**src/verilog/adcsq_pkg.sv**
```systemverilog
// Constants shared by the converter sequencer
package adcsq_pkg;
    // ------------------------------------------------------------
    // Register addresses
    // ------------------------------------------------------------
    localparam logic [7:0] ADDR_DIVIDER = 8'h95;
    localparam logic [7:0] ADDR_RESULT  = 8'h96;
    localparam logic [7:0] ADDR_CONTROL = 8'h97;
    localparam logic [7:0] ADDR_POWER   = 8'h87;
    // ------------------------------------------------------------
    // Field positions
    // ------------------------------------------------------------
    localparam int BIT_DONE     = 0;
    localparam int BIT_GO       = 1;
    localparam int BIT_CHAN_LO  = 2;
    localparam int BIT_CHAN_HI  = 3;
    localparam int BIT_POWER_ON = 5;
    localparam int BIT_IRQ_ROUTE = 4;
    // ------------------------------------------------------------
    // Reset values and timing
    // ------------------------------------------------------------
    localparam logic [7:0] RST_BYTE      = 8'h00;
    localparam int         CLK_PER_BIT   = 8;
    localparam int         RESULT_BITS   = 8;
    localparam int         OSC_HALVING   = 2;
    // Sequencer states, Gray coded
    typedef enum logic [1:0] {
        ADCSQ_IDLE   = 2'b00,
        ADCSQ_SAMPLE = 2'b01,
        ADCSQ_STEP   = 2'b11
    } adcsq_state_t;
endpackage

```
**src/verilog/adcsq_top.sv**
```systemverilog
// Successive approximation converter sequencer with its registers
// ------------------------------------------------------------
// ------------------------------------------------------------
`timescale 1ns/1ps
module adcsq_top #(
    parameter int DATA_W = 8
) (
    // Clock and reset
    input  wire logic              sys_clk_i,
    input  wire logic              rst_i,
    // Special function register port
    input  wire logic [7:0]        sfr_addr_i,
    input  wire logic              sfr_wr_i,
    input  wire logic              sfr_rd_i,
    input  wire logic [7:0]        sfr_wdata_i,
    output logic      [7:0]        sfr_rdata_o,
    // Analog front end
    output logic      [1:0]        chan_sel_o,
    output logic                   conv_power_on_o,
    output logic                   sample_hold_o,
    output logic      [DATA_W-1:0] dac_trial_o,
    input  wire logic              cmp_high_i,
    // Second external interrupt
    input  wire logic              ext_irq_pin_b_i,
    output logic                   ext_irq_line_b_o
);
    // ------------------------------------------------------------
    // Declarations
    // ------------------------------------------------------------
    logic [7:0]        divider_r;
    logic [7:0]        result_r;
    logic [7:0]        power_r;
    logic [1:0]        chan_r;
    logic              power_on_r;
    logic              go_r;
    logic              done_r;
    logic [7:0]        div_cnt_r;
    logic              half_r;
    logic [2:0]        sub_cnt_r;
    logic [2:0]        bit_idx_r;
    logic [DATA_W-1:0] trial_r;
    logic              cmp_s1_r;
    logic              cmp_s2_r;
    logic              pin_s1_r;
    logic              pin_s2_r;
    logic [7:0]        rdata_r;
    logic              irq_r;
    adcsq_pkg::adcsq_state_t state_r;
    adcsq_pkg::adcsq_state_t state_nxt;

    // ------------------------------------------------------------
    // Address decode
    // ------------------------------------------------------------
    wire logic wr_div  = sfr_wr_i && (sfr_addr_i == adcsq_pkg::ADDR_DIVIDER);
    wire logic wr_ctl  = sfr_wr_i && (sfr_addr_i == adcsq_pkg::ADDR_CONTROL);
    wire logic wr_pwr  = sfr_wr_i && (sfr_addr_i == adcsq_pkg::ADDR_POWER);
    wire logic go_req  = wr_ctl && sfr_wdata_i[adcsq_pkg::BIT_GO];
    wire logic go_ok   = go_req && sfr_wdata_i[adcsq_pkg::BIT_POWER_ON];
    wire logic route_en = power_r[adcsq_pkg::BIT_IRQ_ROUTE];
    wire logic [1:0] chan_wr = sfr_wdata_i[adcsq_pkg::BIT_CHAN_HI:
                                           adcsq_pkg::BIT_CHAN_LO];
    wire logic       pwr_wr  = sfr_wdata_i[adcsq_pkg::BIT_POWER_ON];

    // Sequencer phase decode
    wire logic in_idle   = (state_r == adcsq_pkg::ADCSQ_IDLE);
    wire logic in_sample = (state_r == adcsq_pkg::ADCSQ_SAMPLE);
    wire logic in_step   = (state_r == adcsq_pkg::ADCSQ_STEP);
    // Start taken only while idle, so a busy start cannot strand done
    wire logic go_take   = go_ok && in_idle;

    // ------------------------------------------------------------
    // Converter timing
    // ------------------------------------------------------------
    // Converter clock tick: half rate then divider plus one
    wire logic div_wrap = (div_cnt_r == divider_r);
    wire logic conv_tick = half_r && div_wrap;
    wire logic last_sub  = (sub_cnt_r == 3'(adcsq_pkg::CLK_PER_BIT - 1));
    wire logic last_bit  = (bit_idx_r == 3'h0);
    wire logic step_end  = conv_tick && last_sub;
    wire logic conv_end  = (state_r == adcsq_pkg::ADCSQ_STEP) && step_end
                           && last_bit;

    // ------------------------------------------------------------
    // Successive approximation
    // ------------------------------------------------------------
    // Trial bit decided at the end of each step, MSB first
    function automatic logic [DATA_W-1:0] sar_next(
        input logic [DATA_W-1:0] trial,
        input logic [2:0]        idx,
        input logic              keep
    );
        logic [DATA_W-1:0] t;
        t = trial;
        t[idx] = keep;
        if (idx != 3'h0) begin
            t[idx - 3'h1] = 1'b1;
        end
        return t;
    endfunction

    // ------------------------------------------------------------
    // Sequencer control
    // ------------------------------------------------------------
    // Next state
    always_comb begin
        state_nxt = state_r;
        case (state_r)
            adcsq_pkg::ADCSQ_IDLE: begin
                if (go_take) begin
                    state_nxt = adcsq_pkg::ADCSQ_SAMPLE;
                end
            end
            adcsq_pkg::ADCSQ_SAMPLE: begin
                state_nxt = adcsq_pkg::ADCSQ_STEP;
            end
            adcsq_pkg::ADCSQ_STEP: begin
                if (!power_on_r || conv_end) begin
                    state_nxt = adcsq_pkg::ADCSQ_IDLE;
                end
            end
            default: begin
                state_nxt = adcsq_pkg::ADCSQ_IDLE;
            end
        endcase
    end

    // ------------------------------------------------------------
    // Read path
    // ------------------------------------------------------------
    // Read mux, reserved control bits read zero
    wire logic [7:0] ctl_view = {2'h0, power_on_r, 1'b0, chan_r,
                                 go_r, done_r};
    wire logic [7:0] rd_mux =
        (sfr_addr_i == adcsq_pkg::ADDR_DIVIDER) ? divider_r :
        (sfr_addr_i == adcsq_pkg::ADDR_RESULT)  ? result_r  :
        (sfr_addr_i == adcsq_pkg::ADDR_CONTROL) ? ctl_view  :
        (sfr_addr_i == adcsq_pkg::ADDR_POWER)   ? power_r   :
        adcsq_pkg::RST_BYTE;

    // Interrupt source: done flag or synchronised pin
    wire logic irq_nxt = route_en ? done_r : pin_s2_r;

    // ------------------------------------------------------------
    // Registers written by software
    // ------------------------------------------------------------
    always_ff @(posedge sys_clk_i or posedge rst_i) begin
        if (rst_i) begin
            divider_r  <= adcsq_pkg::RST_BYTE;
            power_r    <= adcsq_pkg::RST_BYTE;
            chan_r     <= 2'h0;
            power_on_r <= 1'b0;
        end else begin
            if (wr_div) begin
                divider_r <= sfr_wdata_i;
            end
            if (wr_pwr) begin
                power_r <= sfr_wdata_i;
            end
            if (wr_ctl) begin
                chan_r     <= chan_wr;
                power_on_r <= pwr_wr;
            end
        end
    end

    // Go bit pulses for one cycle
    always_ff @(posedge sys_clk_i or posedge rst_i) begin
        if (rst_i) begin
            go_r <= 1'b0;
        end else begin
            go_r <= go_take;
        end
    end

    // Converter clock divider, halted while idle
    always_ff @(posedge sys_clk_i or posedge rst_i) begin
        if (rst_i) begin
            div_cnt_r <= adcsq_pkg::RST_BYTE;
            half_r    <= 1'b0;
        end else if (in_idle) begin
            div_cnt_r <= adcsq_pkg::RST_BYTE;
            half_r    <= 1'b0;
        end else begin
            half_r <= ~half_r;
            if (half_r) begin
                div_cnt_r <= div_wrap ? adcsq_pkg::RST_BYTE
                                      : div_cnt_r + 8'h01;
            end
        end
    end

    // ------------------------------------------------------------
    // Conversion engine
    // ------------------------------------------------------------
    // Sequencer state, step counters and approximation register
    always_ff @(posedge sys_clk_i or posedge rst_i) begin
        if (rst_i) begin
            state_r   <= adcsq_pkg::ADCSQ_IDLE;
            sub_cnt_r <= 3'h0;
            bit_idx_r <= 3'h0;
            trial_r   <= '0;
        end else begin
            state_r <= state_nxt;
            if (in_sample) begin
                sub_cnt_r <= 3'h0;
                bit_idx_r <= 3'(adcsq_pkg::RESULT_BITS - 1);
                trial_r   <= {1'b1, {(DATA_W-1){1'b0}}};
            end else if (conv_tick) begin
                sub_cnt_r <= sub_cnt_r + 3'h1;
            end
            if (in_step && step_end) begin
                trial_r   <= sar_next(trial_r, bit_idx_r, !cmp_s2_r);
                bit_idx_r <= bit_idx_r - 3'h1;
            end
        end
    end

    // Result register, untouched by an aborted conversion
    always_ff @(posedge sys_clk_i or posedge rst_i) begin
        if (rst_i) begin
            result_r <= adcsq_pkg::RST_BYTE;
        end else if (conv_end) begin
            result_r <= 8'(sar_next(trial_r, bit_idx_r,
                                    !cmp_s2_r));
        end
    end

    // Done flag: taken start clears, completion or power off sets
    always_ff @(posedge sys_clk_i or posedge rst_i) begin
        if (rst_i) begin
            done_r <= 1'b1;
        end else if (go_take) begin
            done_r <= 1'b0;
        end else if (conv_end || !power_on_r) begin
            done_r <= 1'b1;
        end
    end

    // ------------------------------------------------------------
    // Synchronisers, read data and interrupt line
    // ------------------------------------------------------------
    // Two flip-flops on each asynchronous input
    always_ff @(posedge sys_clk_i or posedge rst_i) begin
        if (rst_i) begin
            cmp_s1_r <= 1'b0;
            cmp_s2_r <= 1'b0;
            pin_s1_r <= 1'b1;
            pin_s2_r <= 1'b1;
        end else begin
            cmp_s1_r <= cmp_high_i;
            cmp_s2_r <= cmp_s1_r;
            pin_s1_r <= ext_irq_pin_b_i;
            pin_s2_r <= pin_s1_r;
        end
    end

    // Read data held until the next read
    always_ff @(posedge sys_clk_i or posedge rst_i) begin
        if (rst_i) begin
            rdata_r <= adcsq_pkg::RST_BYTE;
        end else if (sfr_rd_i) begin
            rdata_r <= rd_mux;
        end
    end

    // Interrupt line, idles high after reset
    always_ff @(posedge sys_clk_i or posedge rst_i) begin
        if (rst_i) begin
            irq_r <= 1'b1;
        end else begin
            irq_r <= route_en ? ~irq_nxt : irq_nxt;
        end
    end

    // ------------------------------------------------------------
    // Outputs
    // ------------------------------------------------------------
    logic              sh_r;
    logic [1:0]        chan_o_r;
    always_ff @(posedge sys_clk_i or posedge rst_i) begin
        if (rst_i) begin
            sh_r     <= 1'b0;
            chan_o_r <= 2'h0;
        end else begin
            sh_r     <= (state_nxt == adcsq_pkg::ADCSQ_SAMPLE);
            chan_o_r <= chan_r;
        end
    end

    assign sfr_rdata_o      = rdata_r;
    assign chan_sel_o       = chan_o_r;
    assign conv_power_on_o  = power_on_r;
    assign sample_hold_o    = sh_r;
    assign dac_trial_o      = trial_r;
    assign ext_irq_line_b_o = irq_r;

endmodule // adcsq_top

```
**config.mk**
```make
export PLATFORM = sky130hd
export DESIGN_NAME = adcsq_top
export DESIGN_NICKNAME = d
export VERILOG_FILES = /design/src/verilog/adcsq_pkg.sv /design/src/verilog/adcsq_top.sv
export SDC_FILE = /design/constraint.sdc
export NUM_CORES = 1
export LEC_CHECK = 0
export BUFFER_PORTS_ARGS = -buffer_cell sky130_fd_sc_hd__buf_2
export CORE_UTILIZATION = 50
export CTS_BUF_LIST = sky130_fd_sc_hd__clkbuf_8
export DETAILED_ROUTE_END_ITERATION = 6
export GPL_ROUTABILITY_DRIVEN = 1
export GPL_TIMING_DRIVEN = 0
export PLACE_DENSITY = 0.7
export SYNTH_ARGS = -nofsm -noshare
export SYNTH_HDL_FRONTEND = slang
export SYNTH_SLANG_ARGS = --single-unit
```
**constraint.sdc**
```tcl
create_clock -name sys_clk_i -period 2.95 [get_ports sys_clk_i]
set_input_delay 0.1475 -clock sys_clk_i [delete_from_list [all_inputs] [get_ports sys_clk_i]]
set_output_delay 0.1475 -clock sys_clk_i [all_outputs]
set_load 0.03 [all_outputs]
```
==> flow_summary.json, run 1 <==
{
  "synth_area_leaders": "dfrtp_1 (47%), mux2_2 (6.1%), mux2i_1 (5.2%), nand2_1 (4.0%), xnor2_1 (3.5%)",
  "grt.busiest_layer": "met2",
  "peakVddDrop_uv": 297.9,
  "synth_nets": 357,
  "drt-pass1-iter-count": 4,
  "cts_setup_buffers": 0,
  "antenna_found_initial": 0,
  "violations": "hold timing",
  "cp.required_ps": 3180,
  "fin_util": 0.5931,
  "areaGrowthSynthToFinish_pct": 14.60,
  "drt-initial-drc-count": 150,
  "track_usage": 0.2320,
  "finalCritPeriodShare": 0.8288,
  "drc": 0,
  "hp-class": "input port to asynchronous set/reset pin",
  "crit_end": "result_r[1]",
  "final_layout_size_suffix_gt1_frac": 0.2416,
  "reg2regPathDepth": 8,
  "finalSetupTns_ps": 0,
  "period_minus_slack_ps": 2445,
  "ff2ff_setup_slack_ps": 510,
  "h-tree-depth": 3,
  "skew_ps": 7.765,
  "crit_path_end_kind": "register",
  "r2r-start": "bit_idx_r[1]",
  "antennaDiodeCount": 0,
  "rsz0062_at_grt": "false",
  "start_util": 0.5176,
  "holdBufCountCts": 2,
  "cts_tree": "built",
  "cts.sinks": 70,
  "worstMarginPinSlew_ps": 858.7,
  "finalHoldViolCount": 36,
  "wl_per_cell_um": 16.42,
  "synth_top_area_cell": "dfrtp_1",
  "gr-usage-met3": 0.03946,
  "die-area_um2": 7333,
  "postSynthAreaPerCell_um2": 10.60,
  "synthCells": 330,
  "vias": 2633,
  "drv_cap": 0,
  "ctsResizeCount": 0,
  "synth_sequential_area_ratio": 0.5023,
  "grt_pass1_vias": 2564,
  "leakage_uw": 0.001891,
  "use_met1": 0.3296,
  "total_power_uw": 2292,
  "relSlewSlack": 0.4275,
  "numCtsBuffers": 9,
  "viasPerCell": 5.614,
  "grt_max_degree": 71,
  "startpoint": "bit_idx_r[1]",
  "worstSetupStartpointType": "register",
  "synth_area_um2": 3497,
  "ios": 43,
  "clock.fmax_mhz": 409.0,
  "grt_overflow": 0,
  "numPortBuffers": 41,
  "ys_ff_latch": 70,
  "power_density_nw_per_um2": 572.0,
  "hpwl_um": 5496,
  "num_rows": 30,
  "setup_viol": 0,
  "final_max_slew_viol_count": 0,
  "timing.rr.end": "result_r[1]",
  "ys_types": 48,
  "fin_hold_ws_ps": -39.88,
  "cp_max_fo": 10,
  "critPathKind": "register to register",
  "status": "complete, but fails checks",
  "gp_congestion": 0.9215,
  "wl_um": 7701,
  "path_clk_slew_ps": 80,
  "coreArea_um2": 6756,
  "clock_latency_ps": 340,
  "yosysWarningCount": 0,
  "die_width_um": 85.63,
  "grt_first_pass_wirelength_um": 12850,
  "crit_arrival_ps": 2680,
  "layout.nets": 411,
  "cts_buffer_depth": 2,
  "cts_root_buf": "clkbuf_8",
  "die_h_um": 85.63,
  "use_met2": 0.3556,
  "synth_top_area_frac": 0.4723,
  "detail-route-antenna-nets": 0
}
-- flip-flops by register name, indices dropped and copies added (netlist names), 2 cells and up --
signal       cells
bit_idx_r        3
chan_r           2
chan_sel_o       2
dac_trial_o      8
div_cnt_r        8
divider_r        8
power_r          8
result_r         8
sfr_rdata_o      8
state_r          2
sub_cnt_r        3
-- report_power, final --
group          total [uW]  internal (uW)  switching [uW]
Sequential           1130           1050            78.6
Clock                 715            330             384
Combinational         452            175             278
Total                2290           1550             740
-- final cells by class --
cell class                      count  area [um2]
Sequential cell                    70        1757
Clock inverter                      6       45.04
Inverter                           19       73.82
Fill cell                         582        2749
Clock buffer                       10       137.6
Multi-Input combinational cell    225        1600
Tap cell                           80       100.1
Timing Repair Buffer               43       225.2
Buffer                             16       68.82
-- cells by family (layout without fill, tap and decap cells) --
family,count (synthesis),after routing,share of synthesized area
compound gates,65,65,0.1270
xor+xnor,15,15,0.03757
mux,39,39,0.1213
flops,70,70,0.5023
buf+inv,35,94,0.04007
simple gates,101,101,0.1538
fa+ha+maj,5,5,0.01789
-- synthesized netlist by cell type (all sizes together) --
| cell type | count |
|---|---|
| o311ai | 1 |
| nand2b | 4 |
| a32oi | 4 |
| a22o | 6 |
| nand3b | 1 |
| nor3b | 1 |
| o211ai | 2 |
| a31oi | 1 |
| clkbuf | 13 |
| or3 | 2 |
| nor2 | 13 |
| dfrtp | 66 |
| a221o | 1 |
| o31ai | 9 |
| or4 | 1 |
| and3 | 3 |
| nor4 | 4 |
| or3b | 2 |
| buf | 3 |
| nand4 | 1 |
| mux2i | 18 |
| nor4b | 3 |
| nand2 | 37 |
| or2 | 2 |
| o31a | 1 |
| a21oi | 17 |
| a21o | 2 |
| o2bb2ai | 3 |
| a211o | 1 |
| o32ai | 2 |
| mux2 | 21 |
| xor2 | 1 |
| xnor2 | 14 |
| ha | 5 |
| nand4bb | 1 |
| dfstp | 4 |
| o21ba | 1 |
| nor2b | 10 |
| o21ai | 12 |
| nor3 | 9 |
| nand3 | 7 |
| a221oi | 2 |
| inv | 19 |
-- per-layer routing --
| metal | wire length (um) | vias to the layer above | part of all wire |
|---|---|---|---|
| li1 | - | 1284 | - |
| met5 | 0 | - | 0 |
| met1 | 3722 | 1266 | 0.48 |
| met4 | 114 | 0 | 0.015 |
| met2 | 3543 | 71 | 0.46 |
| met3 | 321 | 12 | 0.042 |
-- layout by cell type, fill, tap and decap left out, drive strengths merged, types with 2 or more instances in the layout --
master	n
dfrtp	66
buf	44
nand2	37
clkbuf	23
mux2	21
inv	20
mux2i	18
a21oi	17
xnor2	14
nor2	13
o21ai	12
nor2b	10
o31ai	9
nor3	9
nand3	7
a22o	6
ha	5
nor4	4
a32oi	4
nand2b	4
dfstp	4
and3	3
o2bb2ai	3
clkinvlp	3
nor4b	3
a21o	2
or2	2
o211ai	2
or3	2
or3b	2
o32ai	2
a221oi	2
dlygate4sd3	2
clkinv	2
-- through the flow --
stage | hold WS [ps] | cell area (um2) | setup slack [ps] | instances
6_report | -39.88 | 4008 | 505.1 | 469
4_1_cts | 8.131 | 4008 | 481.4 | 469
3_5_place_dp | 255.8 | 3805 | 497.6 | 451
3_3_place_gp | 254.8 | 3802 | 179.0 | 451
2_1_floorplan | 152.0 | 3497 | 883.9 | 330
5_1_grt | 48.77 | 4008 | 318.4 | 469
-- worst max-delay path, cell delays in order (launching register included) --
cell	delay, ps
dfrtp_1	370
clkbuf_1	210
inv_1	160
ha_1	210
nor2b_1	260
nand3_1	120
nor4_1	310
buf_2	330
mux2_2	360
-- worst min-delay path by stage --
stage | startpoint | endpoint | slack (ps)
global placement | ext_irq_pin_b_i | pin_s1_r | 250
finish | rst_i | result_r[5] | -40
floorplan | ext_irq_pin_b_i | pin_s1_r | 150
global route | sfr_wdata_i[7] | divider_r[7] | 50
detailed placement | ext_irq_pin_b_i | pin_s1_r | 260
CTS | rst_i | result_r[1] | 8
Power figures use the tool's default switching activity.
==> run 2: changes to the inputs <==
Settings changed: ABC_AREA set to 1.
Clock period 2.95 ns to 2.4 ns, I/O delays scaled along.
==> run 2 against run 1 <==
First-iteration DRC count up 24%. The run ends with DRC left. Highest routed layer unchanged. Setup slack worse by 37 ps. Combinational power down 73%. Critical endpoint is now dac_trial_o[7].
==> flow_summary.json, run 2 <==
{
  "grt_pass1_vias": 2636,
  "crit_end": "dac_trial_o[7]",
  "viasPerCell": 5.152,
  "ys_ff_latch": 70,
  "skew_ps": 7.963,
  "synth_top_flop_cell": "dfrtp_1",
  "leakage_uw": 0.002029,
  "grt_first_pass_wirelength_um": 12570,
  "finalSetupTns_ps": 0,
  "final_area_um2": 3913,
  "wl_um": 7247,
  "period_minus_slack_ps": 1932,
  "ios": 43,
  "num_rows": 29,
  "numPortBuffers": 42,
  "status": "complete, but fails checks",
  "worstMarginPinSlew_ps": 831.0,
  "r2r-start": "bit_idx_r[0]",
  "startpoint": "bit_idx_r[0]",
  "areaGrowthSynthToFinish_pct": 14.88,
  "final_layout_size_suffix_gt1_frac": 0.1789,
  "clock_latency_ps": 340,
  "numCtsBuffers": 9,
  "gp_congestion": 0.9249,
  "dpl-instance-area_um2": 3715,
  "mostFrequentLayoutCell": "nand2_1",
  "die_h_um": 84.53,
  "cts_tree": "built",
  "grt_max_degree": 71,
  "setup_viol": 0,
  "cp_max_fo": 9,
  "path_common_cell": "nand2_1",
  "layout_common_cells": "nand2_1 (114), dfrtp_1 (66), inv_1 (52)",
  "grt_overflow": 0,
  "post-synth-top-count-cell": "nand2_1",
  "postSynthAreaPerCell_um2": 8.226,
  "synth_edf_count": 0,
  "coreArea_um2": 6459,
  "layout.nets": 497,
  "hpwl_um": 5322,
  "clock.fmax_mhz": 517.6,
  "async_flop_share": 1.000,
  "vias": 2844,
  "antenna_found_initial": 0,
  "ff2ff_setup_slack_ps": 470,
  "peakVddDrop_uv": 313.2,
  "synthCells": 414,
  "crit_cells": 8,
  "relSlewSlack": 0.4460,
  "cp_slowest_cell": "dfrtp_1",
  "crit_path_end_kind": "register",
  "critPathTopFamily": "flip-flops",
  "cp.required_ps": 2630,
  "synth_common_cells": "nand2_1 (114), dfrtp_1 (66), inv_1 (51)",
  "ys_types": 36,
  "drt-pass1-iter-count": 7,
  "drt-initial-drc-count": 186,
  "final_max_slew_viol_count": 0,
  "finalHoldViolCount": 0,
  "finalCritPeriodShare": 0.8050,
  "die-area_um2": 7145,
  "worstPathCellList": "clkinv_1 -> ha_1 -> xnor2_1 -> nor2_1 -> a21oi_1 -> nand2_1 -> nand2_1 -> inv_1",
  "synth_nets": 441,
  "path_buf_inv": 2,
  "slowest_delay_ps": 430,
  "detail-route-antenna-nets": 0,
  "start_util": 0.5273,
  "h-tree-depth": 3,
  "synth_sequential_area_ratio": 0.5158,
  "synth_top_area_cell": "dfrtp_1",
  "synth_area_um2": 3406,
  "track_usage": 0.2260,
  "cts_setup_buffers": 0,
  "die_width_um": 84.53,
  "synth_top_area_frac": 0.4849,
  "cts_buffer_depth": 2,
  "reg2regPathDepth": 8,
  "critPathKind": "register to register",
  "power_density_nw_per_um2": 552.9,
  "drv_cap": 0,
  "antennaDiodeCount": 0,
  "crit_arrival_ps": 2170,
  "violations": "DRC",
  "hp-class": "input port to register",
  "path_clk_slew_ps": 70,
  "wl_per_cell_um": 13.13,
  "cts.sinks": 70,
  "worstSetupStartpointType": "register",
  "timing.rr.end": "dac_trial_o[7]",
  "yosysWarningCount": 0,
  "rsz0062_at_grt": "false",
  "synth_area_leaders": "dfrtp_1 (48%), nand2_1 (13%), inv_1 (5.6%), o21ai_0 (5.0%), nand3_1 (4.1%)",
  "cts_root_buf": "clkbuf_8",
  "drc": 4
}
run 2: metal layers:
layer	global-route usage	vias to the layer above	part of all wire
met2	0.3378	79	0.44
met3	0.04031	12	0.049
li1	-	1442	-
met4	0.09091	0	0.020
met5	0	-	0
met1	0.3284	1311	0.49
run 2: kinds of logic (layout without fill, tap and decap cells):
family	Yosys count	count (layout)	synth area share
AOI/OAI and AO/OA	78	78	0.1216
xor gates and xnor gates	4	4	0.01029
adders and majority gates	5	5	0.01837
buffers and inverters	63	124	0.07935
DFF	70	70	0.5158
muxes	2	2	0.006612
and+or+nand+nor	192	192	0.2480
run 2: area by class of cell:
| cell class | instances | area (um2) |
|---|---|---|
| plain buffers | 7 | 55.05 |
| clock buffers | 10 | 137.6 |
| clock inverters | 6 | 30.03 |
| fillers | 595 | 2546 |
| inverters | 56 | 217.7 |
| multi-input cells | 281 | 1379 |
| flip-flops and latches | 70 | 1757 |
| well taps | 77 | 96.34 |
| repair buffers | 45 | 240.2 |
run 2: repair_timing:
action | in CTS | in global routing
hold endpoints to repair | 68 | 0
gates resized for setup | 0 | 0
hold buffers | 3 | 0
run 2: how the worst min path moves through the flow:
stage                         start    endpoint  cells after the start
floorplan           ext_irq_pin_b_i    pin_s1_r                      0
global placement    ext_irq_pin_b_i    pin_s1_r                      1
detailed placement  ext_irq_pin_b_i    pin_s1_r                      1
CTS                  sfr_wdata_i[6]  power_r[6]                      3
global route         sfr_wdata_i[3]  power_r[3]                      3
finish               sfr_wdata_i[6]  power_r[6]                      3
run 2: through the flow:
| step | power, uW | std cells | util | setup WS [ps] | hold slack [ps] |
|---|---|---|---|---|---|
| final | 2163 | 552 | 0.6058 | 467.9 | 7.223 |
| after global routing | 2257 | 552 | 0.6058 | 241.0 | 18.58 |
| after CTS | 2191 | 552 | 0.6058 | 514.6 | 1.277 |
| after detailed placement | 1370 | 533 | 0.5752 | 527.6 | 227.6 |
| after global placement | 1367 | 533 | 0.5748 | -300.0 | 225.9 |
| after floorplan | 1320 | 414 | - | 518.4 | 124.5 |
run 2: worst min-delay path, delay by kind of cell:
| family | cells | cell delay (ps) |
|---|---|---|
| AOI/OAI and AO/OA | 1 | 50 |
| and+or+nand+nor | 1 | 40 |
| buffers and inverters | 1 | 100 |
run 2: report_power, final:
part	internal [uW]	switching, uW	total, uW
registers	1210	17.9	1230
clock network	390	424	814
logic	39.1	84.0	123
